`config.mk`:
```
export PLATFORM = sky130hd
export DESIGN_NAME = ppp_top
export DESIGN_NICKNAME = d
export VERILOG_FILES = /design/src/shared/ppp_pkg.sv /design/src/rtl/ppp_strobe_in.sv /design/src/rtl/ppp_portc_pins.sv /design/src/rtl/ppp_top.sv
export SDC_FILE = /design/constraint.sdc
export NUM_CORES = 1
export LEC_CHECK = 0
export BUFFER_PORTS_ARGS = -buffer_cell sky130_fd_sc_hd__buf_2
export CORE_MARGIN = 10
export CORE_UTILIZATION = 50
export CTS_CLUSTER_SIZE = 12
export DETAILED_ROUTE_END_ITERATION = 10
export HOLD_SLACK_MARGIN = 0.08
export PLACE_DENSITY_LB_ADDON = 0.15
export SLEW_MARGIN = 5
export SYNTH_ARGS = -nofsm -noshare
export SYNTH_HDL_FRONTEND = slang
export SYNTH_SLANG_ARGS = --single-unit
```
`constraint.sdc`:
```
create_clock -name clock_i -period 3.5 [get_ports clock_i]
set_input_delay 0 -clock clock_i [delete_from_list [all_inputs] [get_ports clock_i]]
set_output_delay 0 -clock clock_i [all_outputs]
set_load 0.01 [all_outputs]
```
`src/shared/ppp_pkg.sv`:
```
// Constants, types and decode functions for the programmable parallel port
//
// What this block does
// - Three modes: basic, strobed, bidirectional
// - Basic: ports A, B, two C nibbles
// - Basic: outputs latched, inputs read live
// - Basic: no handshake on transfers
// - Bit 7 set means mode definition
// - Bits 4,3,1,0 set input directions
// - Strobed: group A and group B
// - Strobed data ports latched both directions
// - Port C lines carry handshake signals
// - Bidirectional mode on group A only
// - Single control word sets/clears C bit
// - Strobed A input: C bits 6,7 general
// - Strobed B: no spare C lines
// - Port C read gives status word
// - Input-full rises on the same edge that captures data
// - Enables written via C bit 4, 6, 2
// - Input request equals enable and input-full; output request is enable and buffer empty
// - Status word omits strobe levels
// - Offsets 0..3: A, B, C, control
package ppp_pkg;

  // Register offsets on the host port
  localparam logic [1:0] ADDR_PORT_A = 2'h0;
  localparam logic [1:0] ADDR_PORT_B = 2'h1;
  localparam logic [1:0] ADDR_PORT_C = 2'h2;
  localparam logic [1:0] ADDR_CTRL   = 2'h3;

  // Control word fields
  localparam int CW_MODE_SET  = 7;  // Mode definition flag
  localparam int CW_A_MODE_HI = 6;  // Group A bidirectional select
  localparam int CW_A_MODE_LO = 5;  // Group A strobed select
  localparam int CW_A_IN      = 4;  // Port A direction
  localparam int CW_CU_IN     = 3;  // Upper C nibble direction
  localparam int CW_B_MODE    = 2;  // Group B strobed select
  localparam int CW_B_IN      = 1;  // Port B direction
  localparam int CW_CL_IN     = 0;  // Lower C nibble direction
  localparam int SR_SEL_HI    = 3;  // Bit set/reset select, top
  localparam int SR_SEL_LO    = 1;  // Bit set/reset select, bottom
  localparam int SR_VAL       = 0;  // Bit set/reset value

  // Port C line roles under handshake
  localparam int PC_INTR_B    = 0;
  localparam int PC_FULL_B    = 1;
  localparam int PC_STB_B     = 2;
  localparam int PC_INTR_A    = 3;
  localparam int PC_STB_A     = 4;
  localparam int PC_FULL_A    = 5;
  localparam int PC_ACK_A     = 6;
  localparam int PC_OBF_A     = 7;
  localparam int PC_NIB_SPLIT = 4;  // First bit of the upper nibble

  // Reset values: mode 0, every port an input
  localparam logic [7:0] CTRL_RST = 8'h9b;
  localparam logic [7:0] BYTE_RST = 8'h00;

  // Group A operating mode
  typedef enum logic [1:0] {AM_BASIC, AM_STROBED, AM_BIDIR} ppp_amode_t;

  // Group A mode from a control word
  function automatic ppp_amode_t ppp_a_mode(input logic [7:0] cw);
    if (cw[CW_A_MODE_HI]) begin
      return AM_BIDIR;
    end else if (cw[CW_A_MODE_LO]) begin
      return AM_STROBED;
    end
    return AM_BASIC;
  endfunction

  // Direction of a general port C line from a control word
  function automatic logic ppp_c_is_in(input logic [7:0] cw, input int bit_idx);
    return (bit_idx >= PC_NIB_SPLIT) ? cw[CW_CU_IN] : cw[CW_CL_IN];
  endfunction

endpackage

```
`src/rtl/ppp_strobe_in.sv`:
```
// Strobed input latch with input-full flag for one data port
`timescale 1ns/1ps
module ppp_strobe_in (
  input  wire logic       clock_i,    // System clock
  input  wire logic       rst_n_i,    // Synchronous reset, active low
  input  wire logic       enable_i,   // Port is in a capturing mode
  input  wire logic       strobe_n_i, // Strobe pin level, active low
  input  wire logic [7:0] data_i,     // Data pin levels
  input  wire logic       clear_i,    // Host read or mode change
  output logic      [7:0] data_o,     // Captured byte
  output logic            full_o      // Input-full flag
);
  import ppp_pkg::*;

  typedef struct packed {
    logic       strobe_prev; // Strobe level last cycle
    logic [7:0] data;        // Input latch
    logic       full;        // Input-full
  } ppp_stb_state_t;

  ppp_stb_state_t cur_ff;   // Registered state
  ppp_stb_state_t nxt_cur;  // Next state

  ////////////////////////////////////////////////////////////////////////////
  // Next state
  always_comb begin
    nxt_cur = cur_ff;
    nxt_cur.strobe_prev = strobe_n_i;
    if (clear_i) begin
      nxt_cur.full = 1'b0;
    end
    // Strobe falling latches
    // Capture wins over a clear in the same cycle, so no byte is lost
    if (enable_i && cur_ff.strobe_prev && !strobe_n_i) begin
      nxt_cur.data = data_i;
      nxt_cur.full = 1'b1;
    end
  end

  ////////////////////////////////////////////////////////////////////////////
  // State register
  always_ff @(posedge clock_i) begin
    if (!rst_n_i) begin
      cur_ff <= '{strobe_prev: 1'b1, data: BYTE_RST, full: 1'b0};
    end else begin
      cur_ff <= nxt_cur;
    end
  end

  assign data_o = cur_ff.data;
  assign full_o = cur_ff.full;

endmodule // ppp_strobe_in

```
`src/rtl/ppp_portc_pins.sv`:
```
// Registered port C pin drivers: handshake lines over general lines
`timescale 1ns/1ps
module ppp_portc_pins (
  input  wire logic       clock_i,   // System clock
  input  wire logic       rst_n_i,   // Synchronous reset, active low
  input  wire logic [7:0] ctrl_i,    // Current control word
  input  wire logic [7:0] latch_i,   // Port C output latch
  input  wire logic [7:0] hs_own_i,  // Line driven by a handshake
  input  wire logic [7:0] hs_val_i,  // Handshake value to drive
  input  wire logic [7:0] hs_in_i,   // Line is a handshake input
  output logic      [7:0] pin_out_o, // Pin output levels
  output logic      [7:0] pin_oe_o   // Pin output enables
);
  import ppp_pkg::*;

  typedef struct packed {
    logic [7:0] out; // Pin output
    logic [7:0] oe;  // Pin enable
  } ppp_pc_state_t;

  ppp_pc_state_t cur_ff;   // Registered state
  ppp_pc_state_t nxt_cur;  // Next state
  logic [7:0]    bit_out;  // Per-line output value
  logic [7:0]    bit_oe;   // Per-line enable

  // Handshake line roles
  // Each line picks handshake, strobe or acknowledge input, or general nibble direction
  for (genvar gi = 0; gi < 8; gi++) begin : g_line
    assign bit_out[gi] = hs_own_i[gi] ? hs_val_i[gi] : latch_i[gi];
    assign bit_oe[gi]  = hs_own_i[gi] | (!hs_in_i[gi] & !ppp_c_is_in(ctrl_i, gi));
  end

  ////////////////////////////////////////////////////////////////////////////
  // Next state
  always_comb begin
    nxt_cur.out = bit_out;
    nxt_cur.oe  = bit_oe;
  end

  ////////////////////////////////////////////////////////////////////////////
  // State register; reset leaves every line undriven
  always_ff @(posedge clock_i) begin
    if (!rst_n_i) begin
      cur_ff <= '{out: BYTE_RST, oe: BYTE_RST};
    end else begin
      cur_ff <= nxt_cur;
    end
  end

  assign pin_out_o = cur_ff.out;
  assign pin_oe_o  = cur_ff.oe;

endmodule // ppp_portc_pins

```
`src/rtl/ppp_top.sv`:
```
// Top of the programmable parallel port: host registers, ports A, B, C
`timescale 1ns/1ps
module ppp_top (
  input  wire logic       clock_i,      // System clock, 125 MHz
  input  wire logic       rst_n_i,      // Synchronous reset, active low
  input  wire logic [1:0] addr_i,       // Register offset
  input  wire logic       wr_en_i,      // Write strobe, one cycle
  input  wire logic       rd_en_i,      // Read strobe, one cycle
  input  wire logic [7:0] wdata_i,      // Write data
  output logic      [7:0] rdata_o,      // Read data, one cycle after read
  input  wire logic [7:0] port_a_in_i,  // Port A pin levels
  output logic      [7:0] port_a_out_o, // Port A drive value
  output logic      [7:0] port_a_oe_o,  // Port A drive enable
  input  wire logic [7:0] port_b_in_i,  // Port B pin levels
  output logic      [7:0] port_b_out_o, // Port B drive value
  output logic      [7:0] port_b_oe_o,  // Port B drive enable
  input  wire logic [7:0] port_c_in_i,  // Port C pin levels
  output logic      [7:0] port_c_out_o, // Port C drive value
  output logic      [7:0] port_c_oe_o   // Port C drive enable
);
  import ppp_pkg::*;

  typedef struct packed {
    logic [7:0] ctrl;             // Mode control word
    logic [7:0] a_lat;            // Port A output latch
    logic [7:0] b_lat;            // Port B output latch
    logic [7:0] c_lat;            // Port C output latch
    logic       irq_enable_a;     // Group A input enable
    logic       irq_enable_a_out; // Group A output enable
    logic       irq_enable_b;     // Group B enable
    logic       obf_n_a;          // Port A output buffer empty, high
    logic       obf_n_b;          // Port B output buffer empty, high
    logic [7:0] rdata;            // Read data register
    logic [7:0] a_oe;             // Port A enable register
    logic [7:0] b_oe;             // Port B enable register
  } ppp_top_state_t;

  ppp_top_state_t cur_ff;   // Registered state
  ppp_top_state_t nxt_cur;  // Next state

  ppp_amode_t amode;        // Group A mode
  logic       a_in;         // Port A direction bit
  logic       b_in;         // Port B direction bit
  logic       b_strobed;    // Group B in strobed mode
  logic       a_capture;    // Port A captures on strobe
  logic       a_out_hs;     // Port A has output handshake
  logic       b_capture;    // Port B captures on strobe
  logic       b_out_hs;     // Port B has output handshake
  logic       mode_wr;      // Mode definition written this cycle
  logic       rd_a;         // Host reads port A
  logic       rd_b;         // Host reads port B
  logic [7:0] cap_a;        // Captured port A byte
  logic [7:0] cap_b;        // Captured port B byte
  logic       input_full_a; // Port A input-full
  logic       input_full_b; // Port B input-full
  logic       irq_request_a;
  logic       irq_request_b;
  logic [7:0] hs_own;       // Handshake-driven C lines
  logic [7:0] hs_val;       // Handshake values
  logic [7:0] hs_in;        // Handshake input C lines
  logic [7:0] c_status;     // Port C read value
  logic [2:0] sr_sel;       // Bit set/reset target

  ////////////////////////////////////////////////////////////////////////////
  // Mode decode
  // Mode selection
  assign amode     = ppp_a_mode(cur_ff.ctrl);
  assign a_in      = cur_ff.ctrl[CW_A_IN];
  assign b_in      = cur_ff.ctrl[CW_B_IN];
  assign b_strobed = cur_ff.ctrl[CW_B_MODE];
  assign a_capture = (amode == AM_BIDIR) || (amode == AM_STROBED && a_in);
  assign a_out_hs  = (amode == AM_BIDIR) || (amode == AM_STROBED && !a_in);
  assign b_capture = b_strobed && b_in;
  assign b_out_hs  = b_strobed && !b_in;
  assign sr_sel    = wdata_i[SR_SEL_HI:SR_SEL_LO];

  assign mode_wr = wr_en_i && addr_i == ADDR_CTRL && wdata_i[CW_MODE_SET];
  assign rd_a    = rd_en_i && addr_i == ADDR_PORT_A;
  assign rd_b    = rd_en_i && addr_i == ADDR_PORT_B;

  ////////////////////////////////////////////////////////////////////////////
  // Strobed input latches
  // Latched strobed inputs
  ppp_strobe_in u_stb_a (
    .clock_i    (clock_i),
    .rst_n_i    (rst_n_i),
    .enable_i   (a_capture),
    .strobe_n_i (port_c_in_i[PC_STB_A]),
    .data_i     (port_a_in_i),
    .clear_i    (mode_wr || (rd_a && a_capture)),
    .data_o     (cap_a),
    .full_o     (input_full_a)
  );

  ppp_strobe_in u_stb_b (
    .clock_i    (clock_i),
    .rst_n_i    (rst_n_i),
    .enable_i   (b_capture),
    .strobe_n_i (port_c_in_i[PC_STB_B]),
    .data_i     (port_b_in_i),
    .clear_i    (mode_wr || (rd_b && b_capture)),
    .data_o     (cap_b),
    .full_o     (input_full_b)
  );

  ////////////////////////////////////////////////////////////////////////////
  // Interrupt requests
  // Request is enable and full
  // Output side raises its request once the peripheral empties the buffer
  assign irq_request_a = (a_capture && cur_ff.irq_enable_a && input_full_a)
                       | (a_out_hs && cur_ff.irq_enable_a_out && cur_ff.obf_n_a);
  assign irq_request_b = cur_ff.irq_enable_b
                       && ((b_capture && input_full_b) || (b_out_hs && cur_ff.obf_n_b));

  ////////////////////////////////////////////////////////////////////////////
  // Handshake line roles and status word
  always_comb begin
    hs_own = BYTE_RST;
    hs_val = BYTE_RST;
    hs_in  = BYTE_RST;
    // General lines read live when input, latch when output
    for (int i = 0; i < 8; i++) begin
      c_status[i] = ppp_c_is_in(cur_ff.ctrl, i) ? port_c_in_i[i] : cur_ff.c_lat[i];
    end
    if (a_capture) begin
      hs_own[PC_FULL_A]   = 1'b1;
      hs_val[PC_FULL_A]   = input_full_a;
      hs_in[PC_STB_A]     = 1'b1;
      c_status[PC_FULL_A] = input_full_a;
      c_status[PC_STB_A]  = cur_ff.irq_enable_a;
    end
    if (a_out_hs) begin
      hs_own[PC_OBF_A]    = 1'b1;
      hs_val[PC_OBF_A]    = cur_ff.obf_n_a;
      hs_in[PC_ACK_A]     = 1'b1;
      c_status[PC_OBF_A]  = cur_ff.obf_n_a;
      c_status[PC_ACK_A]  = cur_ff.irq_enable_a_out;
    end
    if (amode != AM_BASIC) begin
      hs_own[PC_INTR_A]   = 1'b1;
      hs_val[PC_INTR_A]   = irq_request_a;
      c_status[PC_INTR_A] = irq_request_a;
    end
    // Group B uses lower lines 0 to 2; line 3 stays with group A
    if (b_strobed) begin
      hs_own[PC_INTR_B]   = 1'b1;
      hs_val[PC_INTR_B]   = irq_request_b;
      hs_own[PC_FULL_B]   = 1'b1;
      hs_val[PC_FULL_B]   = b_in ? input_full_b : cur_ff.obf_n_b;
      hs_in[PC_STB_B]     = 1'b1;
      c_status[PC_INTR_B] = irq_request_b;
      c_status[PC_FULL_B] = hs_val[PC_FULL_B];
      c_status[PC_STB_B]  = cur_ff.irq_enable_b;
    end
  end

  ////////////////////////////////////////////////////////////////////////////
  // Register writes, reads and port drive
  always_comb begin
    nxt_cur = cur_ff;
    // Peripheral acknowledge empties the output buffers
    if (a_out_hs && !port_c_in_i[PC_ACK_A]) begin
      nxt_cur.obf_n_a = 1'b1;
    end
    if (b_out_hs && !port_c_in_i[PC_STB_B]) begin
      nxt_cur.obf_n_b = 1'b1;
    end
    if (wr_en_i) begin
      case (addr_i)
        ADDR_PORT_A: begin
          nxt_cur.a_lat = wdata_i;
          if (a_out_hs) begin
            nxt_cur.obf_n_a = 1'b0;
          end
        end
        ADDR_PORT_B: begin
          nxt_cur.b_lat = wdata_i;
          if (b_out_hs) begin
            nxt_cur.obf_n_b = 1'b0;
          end
        end
        ADDR_PORT_C: begin
          nxt_cur.c_lat = wdata_i;
        end
        ADDR_CTRL: begin
          if (wdata_i[CW_MODE_SET]) begin
            // New mode starts with clean latches and handshakes
            nxt_cur.ctrl             = wdata_i;
            nxt_cur.a_lat            = BYTE_RST;
            nxt_cur.b_lat            = BYTE_RST;
            nxt_cur.c_lat            = BYTE_RST;
            nxt_cur.irq_enable_a     = 1'b0;
            nxt_cur.irq_enable_a_out = 1'b0;
            nxt_cur.irq_enable_b     = 1'b0;
            nxt_cur.obf_n_a          = 1'b1;
            nxt_cur.obf_n_b          = 1'b1;
          end else begin
            nxt_cur.c_lat[sr_sel] = wdata_i[SR_VAL];
            if (int'(sr_sel) == PC_STB_A) begin
              nxt_cur.irq_enable_a = wdata_i[SR_VAL];
            end
            if (int'(sr_sel) == PC_ACK_A) begin
              nxt_cur.irq_enable_a_out = wdata_i[SR_VAL];
            end
            if (int'(sr_sel) == PC_STB_B) begin
              nxt_cur.irq_enable_b = wdata_i[SR_VAL];
            end
          end
        end
        default: begin
        end
      endcase
    end
    // Read data register
    if (rd_en_i) begin
      case (addr_i)
        ADDR_PORT_A: begin
          if (a_capture) begin
            nxt_cur.rdata = cap_a;
          end else if (amode == AM_BASIC && a_in) begin
            nxt_cur.rdata = port_a_in_i;
          end else begin
            nxt_cur.rdata = cur_ff.a_lat;
          end
        end
        ADDR_PORT_B: begin
          if (b_capture) begin
            nxt_cur.rdata = cap_b;
          end else if (!b_strobed && b_in) begin
            nxt_cur.rdata = port_b_in_i;
          end else begin
            nxt_cur.rdata = cur_ff.b_lat;
          end
        end
        ADDR_PORT_C: begin
          nxt_cur.rdata = c_status;
        end
        // Control word is write only
        default: begin
          nxt_cur.rdata = BYTE_RST;
        end
      endcase
    end
    // Port directions
    // Bidirectional port drives only while the peripheral acknowledges
    case (amode)
      AM_BIDIR: nxt_cur.a_oe = {8{!port_c_in_i[PC_ACK_A]}};
      default:  nxt_cur.a_oe = {8{!a_in}};
    endcase
    nxt_cur.b_oe = {8{!b_in}};
  end

  ////////////////////////////////////////////////////////////////////////////
  // State register; reset selects mode 0 with all ports input
  always_ff @(posedge clock_i) begin
    if (!rst_n_i) begin
      cur_ff <= '{ctrl: CTRL_RST, a_lat: BYTE_RST, b_lat: BYTE_RST, c_lat: BYTE_RST,
                  irq_enable_a: 1'b0, irq_enable_a_out: 1'b0, irq_enable_b: 1'b0,
                  obf_n_a: 1'b1, obf_n_b: 1'b1, rdata: BYTE_RST,
                  a_oe: BYTE_RST, b_oe: BYTE_RST};
    end else begin
      cur_ff <= nxt_cur;
    end
  end

  ////////////////////////////////////////////////////////////////////////////
  // Port C pin drivers
  // Handshake on port C
  ppp_portc_pins u_portc (
    .clock_i   (clock_i),
    .rst_n_i   (rst_n_i),
    .ctrl_i    (cur_ff.ctrl),
    .latch_i   (cur_ff.c_lat),
    .hs_own_i  (hs_own),
    .hs_val_i  (hs_val),
    .hs_in_i   (hs_in),
    .pin_out_o (port_c_out_o),
    .pin_oe_o  (port_c_oe_o)
  );

  assign rdata_o      = cur_ff.rdata;
  assign port_a_out_o = cur_ff.a_lat;
  assign port_a_oe_o  = cur_ff.a_oe;
  assign port_b_out_o = cur_ff.b_lat;
  assign port_b_oe_o  = cur_ff.b_oe;

endmodule // ppp_top

```
==> impl_metrics.csv <==
group,metric,value,unit
route,wl_met2,5979,um
route,drtPass1Iterations,5,
clock_tree,clk_path_buf_depth,2,
synthesis,synthTopCellsByArea,"dfxtp_1 37%, buf_4 7.2%, nor2b_1 5.8%, mux2i_1 5.7%, nand2_1 4.3%",
route,top_layer_used,"met4",
synthesis,synth_nets,550,
sta,maxSlewViolCount,0,
route,post_drt_wl_per_cell,18.90,um
sta,timing.setup.tns,0,ns
clock_tree,cts_setup_buffers,0,
route,routed_wl,12740,um
critical_path,crit_fanout,21,
layout,syn2layout_area_growth,12.00,%
clock_tree,cts_tree,"built",
clock_tree,cts-buffers-inserted,9,
pwr,power.leakage,0.002083,uW
route,met1_length,5705,um
floorplanning,start_util,50.97,%
placed_design,place.port_buffers,93,
sta,tightest_slew,0.8454,ns
pwr,switching_power,539.9,uW
route,ant_nets,0,
route,drt_iter0_drc,235,
synthesis,synth_top_area_share,36.84,%
synthesis,syn_inst,508,
min_path,hold_class,"input pin to register",
clock_tree,clock_sinks,81,
synthesis,synth_cell_types,58,
synthesis,synth.cell_area,4402,um2
synthesis,ys_seq_elements,81,
sta,hold_ws,0.1098,ns
pwr,ir_drop,224.1,uV
critical_path,worstSetupEndpointType,"register",
critical_path,worstPathCellList,"a21oi_2 -> nor3b_1 -> buf_4 -> mux2i_1 -> nor2b_1",
critical_path,crit_path_top_delay_cell,"nor3b_1",
pwr,p_comb_share,14.4,%
route,wl_met3,873,um
pwr,power_switching_share,28.16,%
critical_path,cpPeakStageDelay,0.73,ns
synthesis,synthArstFlopShare,0,%
sta,grt_setup_unrepaired,"no",
placed_design,dp_cells,631,
clock_tree,cts_hold_buf,27,
floorplanning,dieArea,12960,um2
sta,clock_skew,0.007545,ns
pwr,p_int,1377,uW
synthesis,synth_edf_count,0,
floorplanning,die_x,113.8,um
global_routing,grt_pass1_wl,20250,um
layout,final_util,57.08,%
floorplanning,row_count,34,
run_status,status,"complete, no violations",
clock_tree,cts-root-buf,"clkbuf_8",
clock_tree,clk_pin_slew,0.08,ns
sta,finalHoldViolCount,0,
sta,fmax,415.3,MHz
clock_tree,clock_latency,0.36,ns
clock_tree,cts_resized,0,
sta,fin_crit_sh,68.80,%
pwr,power_frac_seq,51.3,%
sta,period_needed,2.408,ns
sta,slew_headroom,43.64,%
pwr,p_per_area,388.9,nW/um2
floorplanning,fp.coreArea,8636,um2
placed_design,place_hpwl,9351,um
route,vias,3826,
pwr,total_power,1917,uW
layout,fin_nets,603,
synthesis,yosys_warnings,0,
route,routed_via_density,5.677,
synthesis,syn_avg_cell_area,8.665,um2
global_routing,antenna_found_initial,0,
global_routing,grt_max_degree,42,
critical_path,crit_type,"register to register",
run,maxCapViolations,0,
route,drc,0,
synthesis,yosysTopAreaCell,"dfxtp_1",
synthesis,yosysSeqAreaShare,36.84,%
layout,final_cells,674,
global_routing,grtUsageTotal,19.37,%
floorplanning,die_h,113.8,um
global_routing,gr-total-overflow,0,
sta,setup_viol,0,
layout,antennaDiodeCount,0,
layout,drive_gt1_share,20.67,%
global_routing,grt_pass1_vias,3724,
critical_path,cp_data_required_time,3.75,ns
pwr,clock_power_share,34.3,%
floorplanning,ios,94,
critical_path,critPathLaunchType,"register",
placed_design,place_congestion,0.8900,
synthesis,synth-main-ff-cell,"dfxtp_1",
clock_tree,htreeDepth,3,
critical_path,arrival,2.66,ns
==> cell type report <==
class | instances | area, um2
Clock buffer | 13 | 158.9
Inverter | 9 | 33.78
Clock inverter | 3 | 23.77
Multi-Input combinational cell | 338 | 2206
Timing Repair Buffer | 122 | 750.7
Fill cell | 790 | 3706
Sequential cell | 81 | 1622
Tap cell | 108 | 135.1
==> logic make-up (layout without fill, tap and decap cells) <==
kind of cell    Yosys count  count (layout)  synth area share [%]
buf+inv                  89             147                 13.05
compound gates          131             131                 21.04
mux                      29              29                 6.879
simple gates            174             174                 21.06
fa+ha+maj                 4               4                 1.137
flops                    81              81                 36.84
==> path summary, 6_finish.rpt <==
| path | slack (ns) | startpoint | depth (start not counted) | endpoint |
|---|---|---|---|---|
| max | 1.09 | a_in | 5 | u_stb_a.data_o[6] |
| min | 0.11 | wr_en_i | 4 | port_b_out_o[7] |
| max reg2reg | 1.09 | a_in | 5 | u_stb_a.data_o[6] |
| min reg2reg | 0.46 | u_stb_b.data_o[7] | 2 | u_stb_b.data_o[7] |
==> metal layers <==
metal  global-route usage (%)  up-vias
met5                        0        -
met4                    5.764        0
met1                    25.13     1811
li1                         -     1860
met2                    31.39      141
met3                    4.304       14
==> through the flow <==
stage / area [um2] / setup slack [ns]
floorplan: 4402 / 1.999
global placement: 4477 / 1.289
detailed placement: 4477 / 1.111
CTS: 4930 / 1.093
global route: 4930 / 0.8657
finish: 4930 / 1.092
==> cell usage in the layout, fill, tap and decap left out, types with 4 or more instances in the layout <==
master	instances
buf_2	93
dlygate4sd3_1	27
o21ai_0	10
o21a_1	5
a21boi_1	15
o21ai_1	14
o311a_1	4
nand3_1	11
a21oi_1	18
mux2i_1	25
o221ai_1	4
dfxtp_1	81
a22oi_1	20
ha_1	4
a32oi_1	7
and3b_1	4
o211ai_1	6
nand2b_1	13
nor2_1	21
clkbuf_8	11
inv_1	8
nand2_1	51
nor2b_1	41
a21boi_0	5
and2_1	9
nor3b_1	11
==> power by group through the flow <==
stage | Sequential [uW] | Clock (uW) | Combinational, uW
final | 983 | 658 | 276
after global routing | 987 | 692 | 303
after CTS | 982 | 665 | 276
after detailed placement | 1000 | 0 | 251
after global placement | 1000 | 0 | 248
after floorplan | 989 | 0 | 194
==> worst max-delay path, delay by kind of cell, from the launching register on <==
family                 cells  cell delay [ns]
buffers and inverters      1             0.28
multiplexers               1             0.20
AND/OR/NAND/NOR            2             0.80
AO/OA/AOI/OAI              1             0.30
flip-flops                 1             0.72
==> cells in the mapped netlist (all sizes together), types with 2 or more instances <==
master  number
o21ai       26
a31oi        2
nand2b      13
mux2         4
nor3b       11
nor2        21
mux2i       25
dfxtp       81
a32oi        7
buf         55
nor2b       41
o211ai       6
and3         3
and3b        4
clkbuf      25
o21a         6
nand2       51
nor3         3
o22a         2
nand3b       3
and2         9
ha           4
a21o         3
a21boi      20
a21oi       19
nand3       11
a22oi       20
o311a        4
inv          9
o41ai        2
o221ai       4
==> sequential cells by signal (all words and copies together), names as in the netlist <==
| name | flops |
|---|---|
| port_a_oe_o | 1 |
| u_stb_a.cur_ff | 1 |
| b_strobed | 1 |
| b_in | 1 |
| u_stb_b.full_o | 1 |
| port_a_out_o | 8 |
| u_stb_a.data_o | 8 |
| rdata_o | 8 |
| u_portc.pin_oe_o | 7 |
| a_in | 1 |
| u_portc.pin_out_o | 8 |
| u_stb_b.cur_ff | 1 |
| u_stb_a.full_o | 1 |
| u_stb_b.data_o | 8 |
| cur_ff | 17 |
| port_b_out_o | 8 |
| port_b_oe_o | 1 |
(Power assumes the default switching activity.)
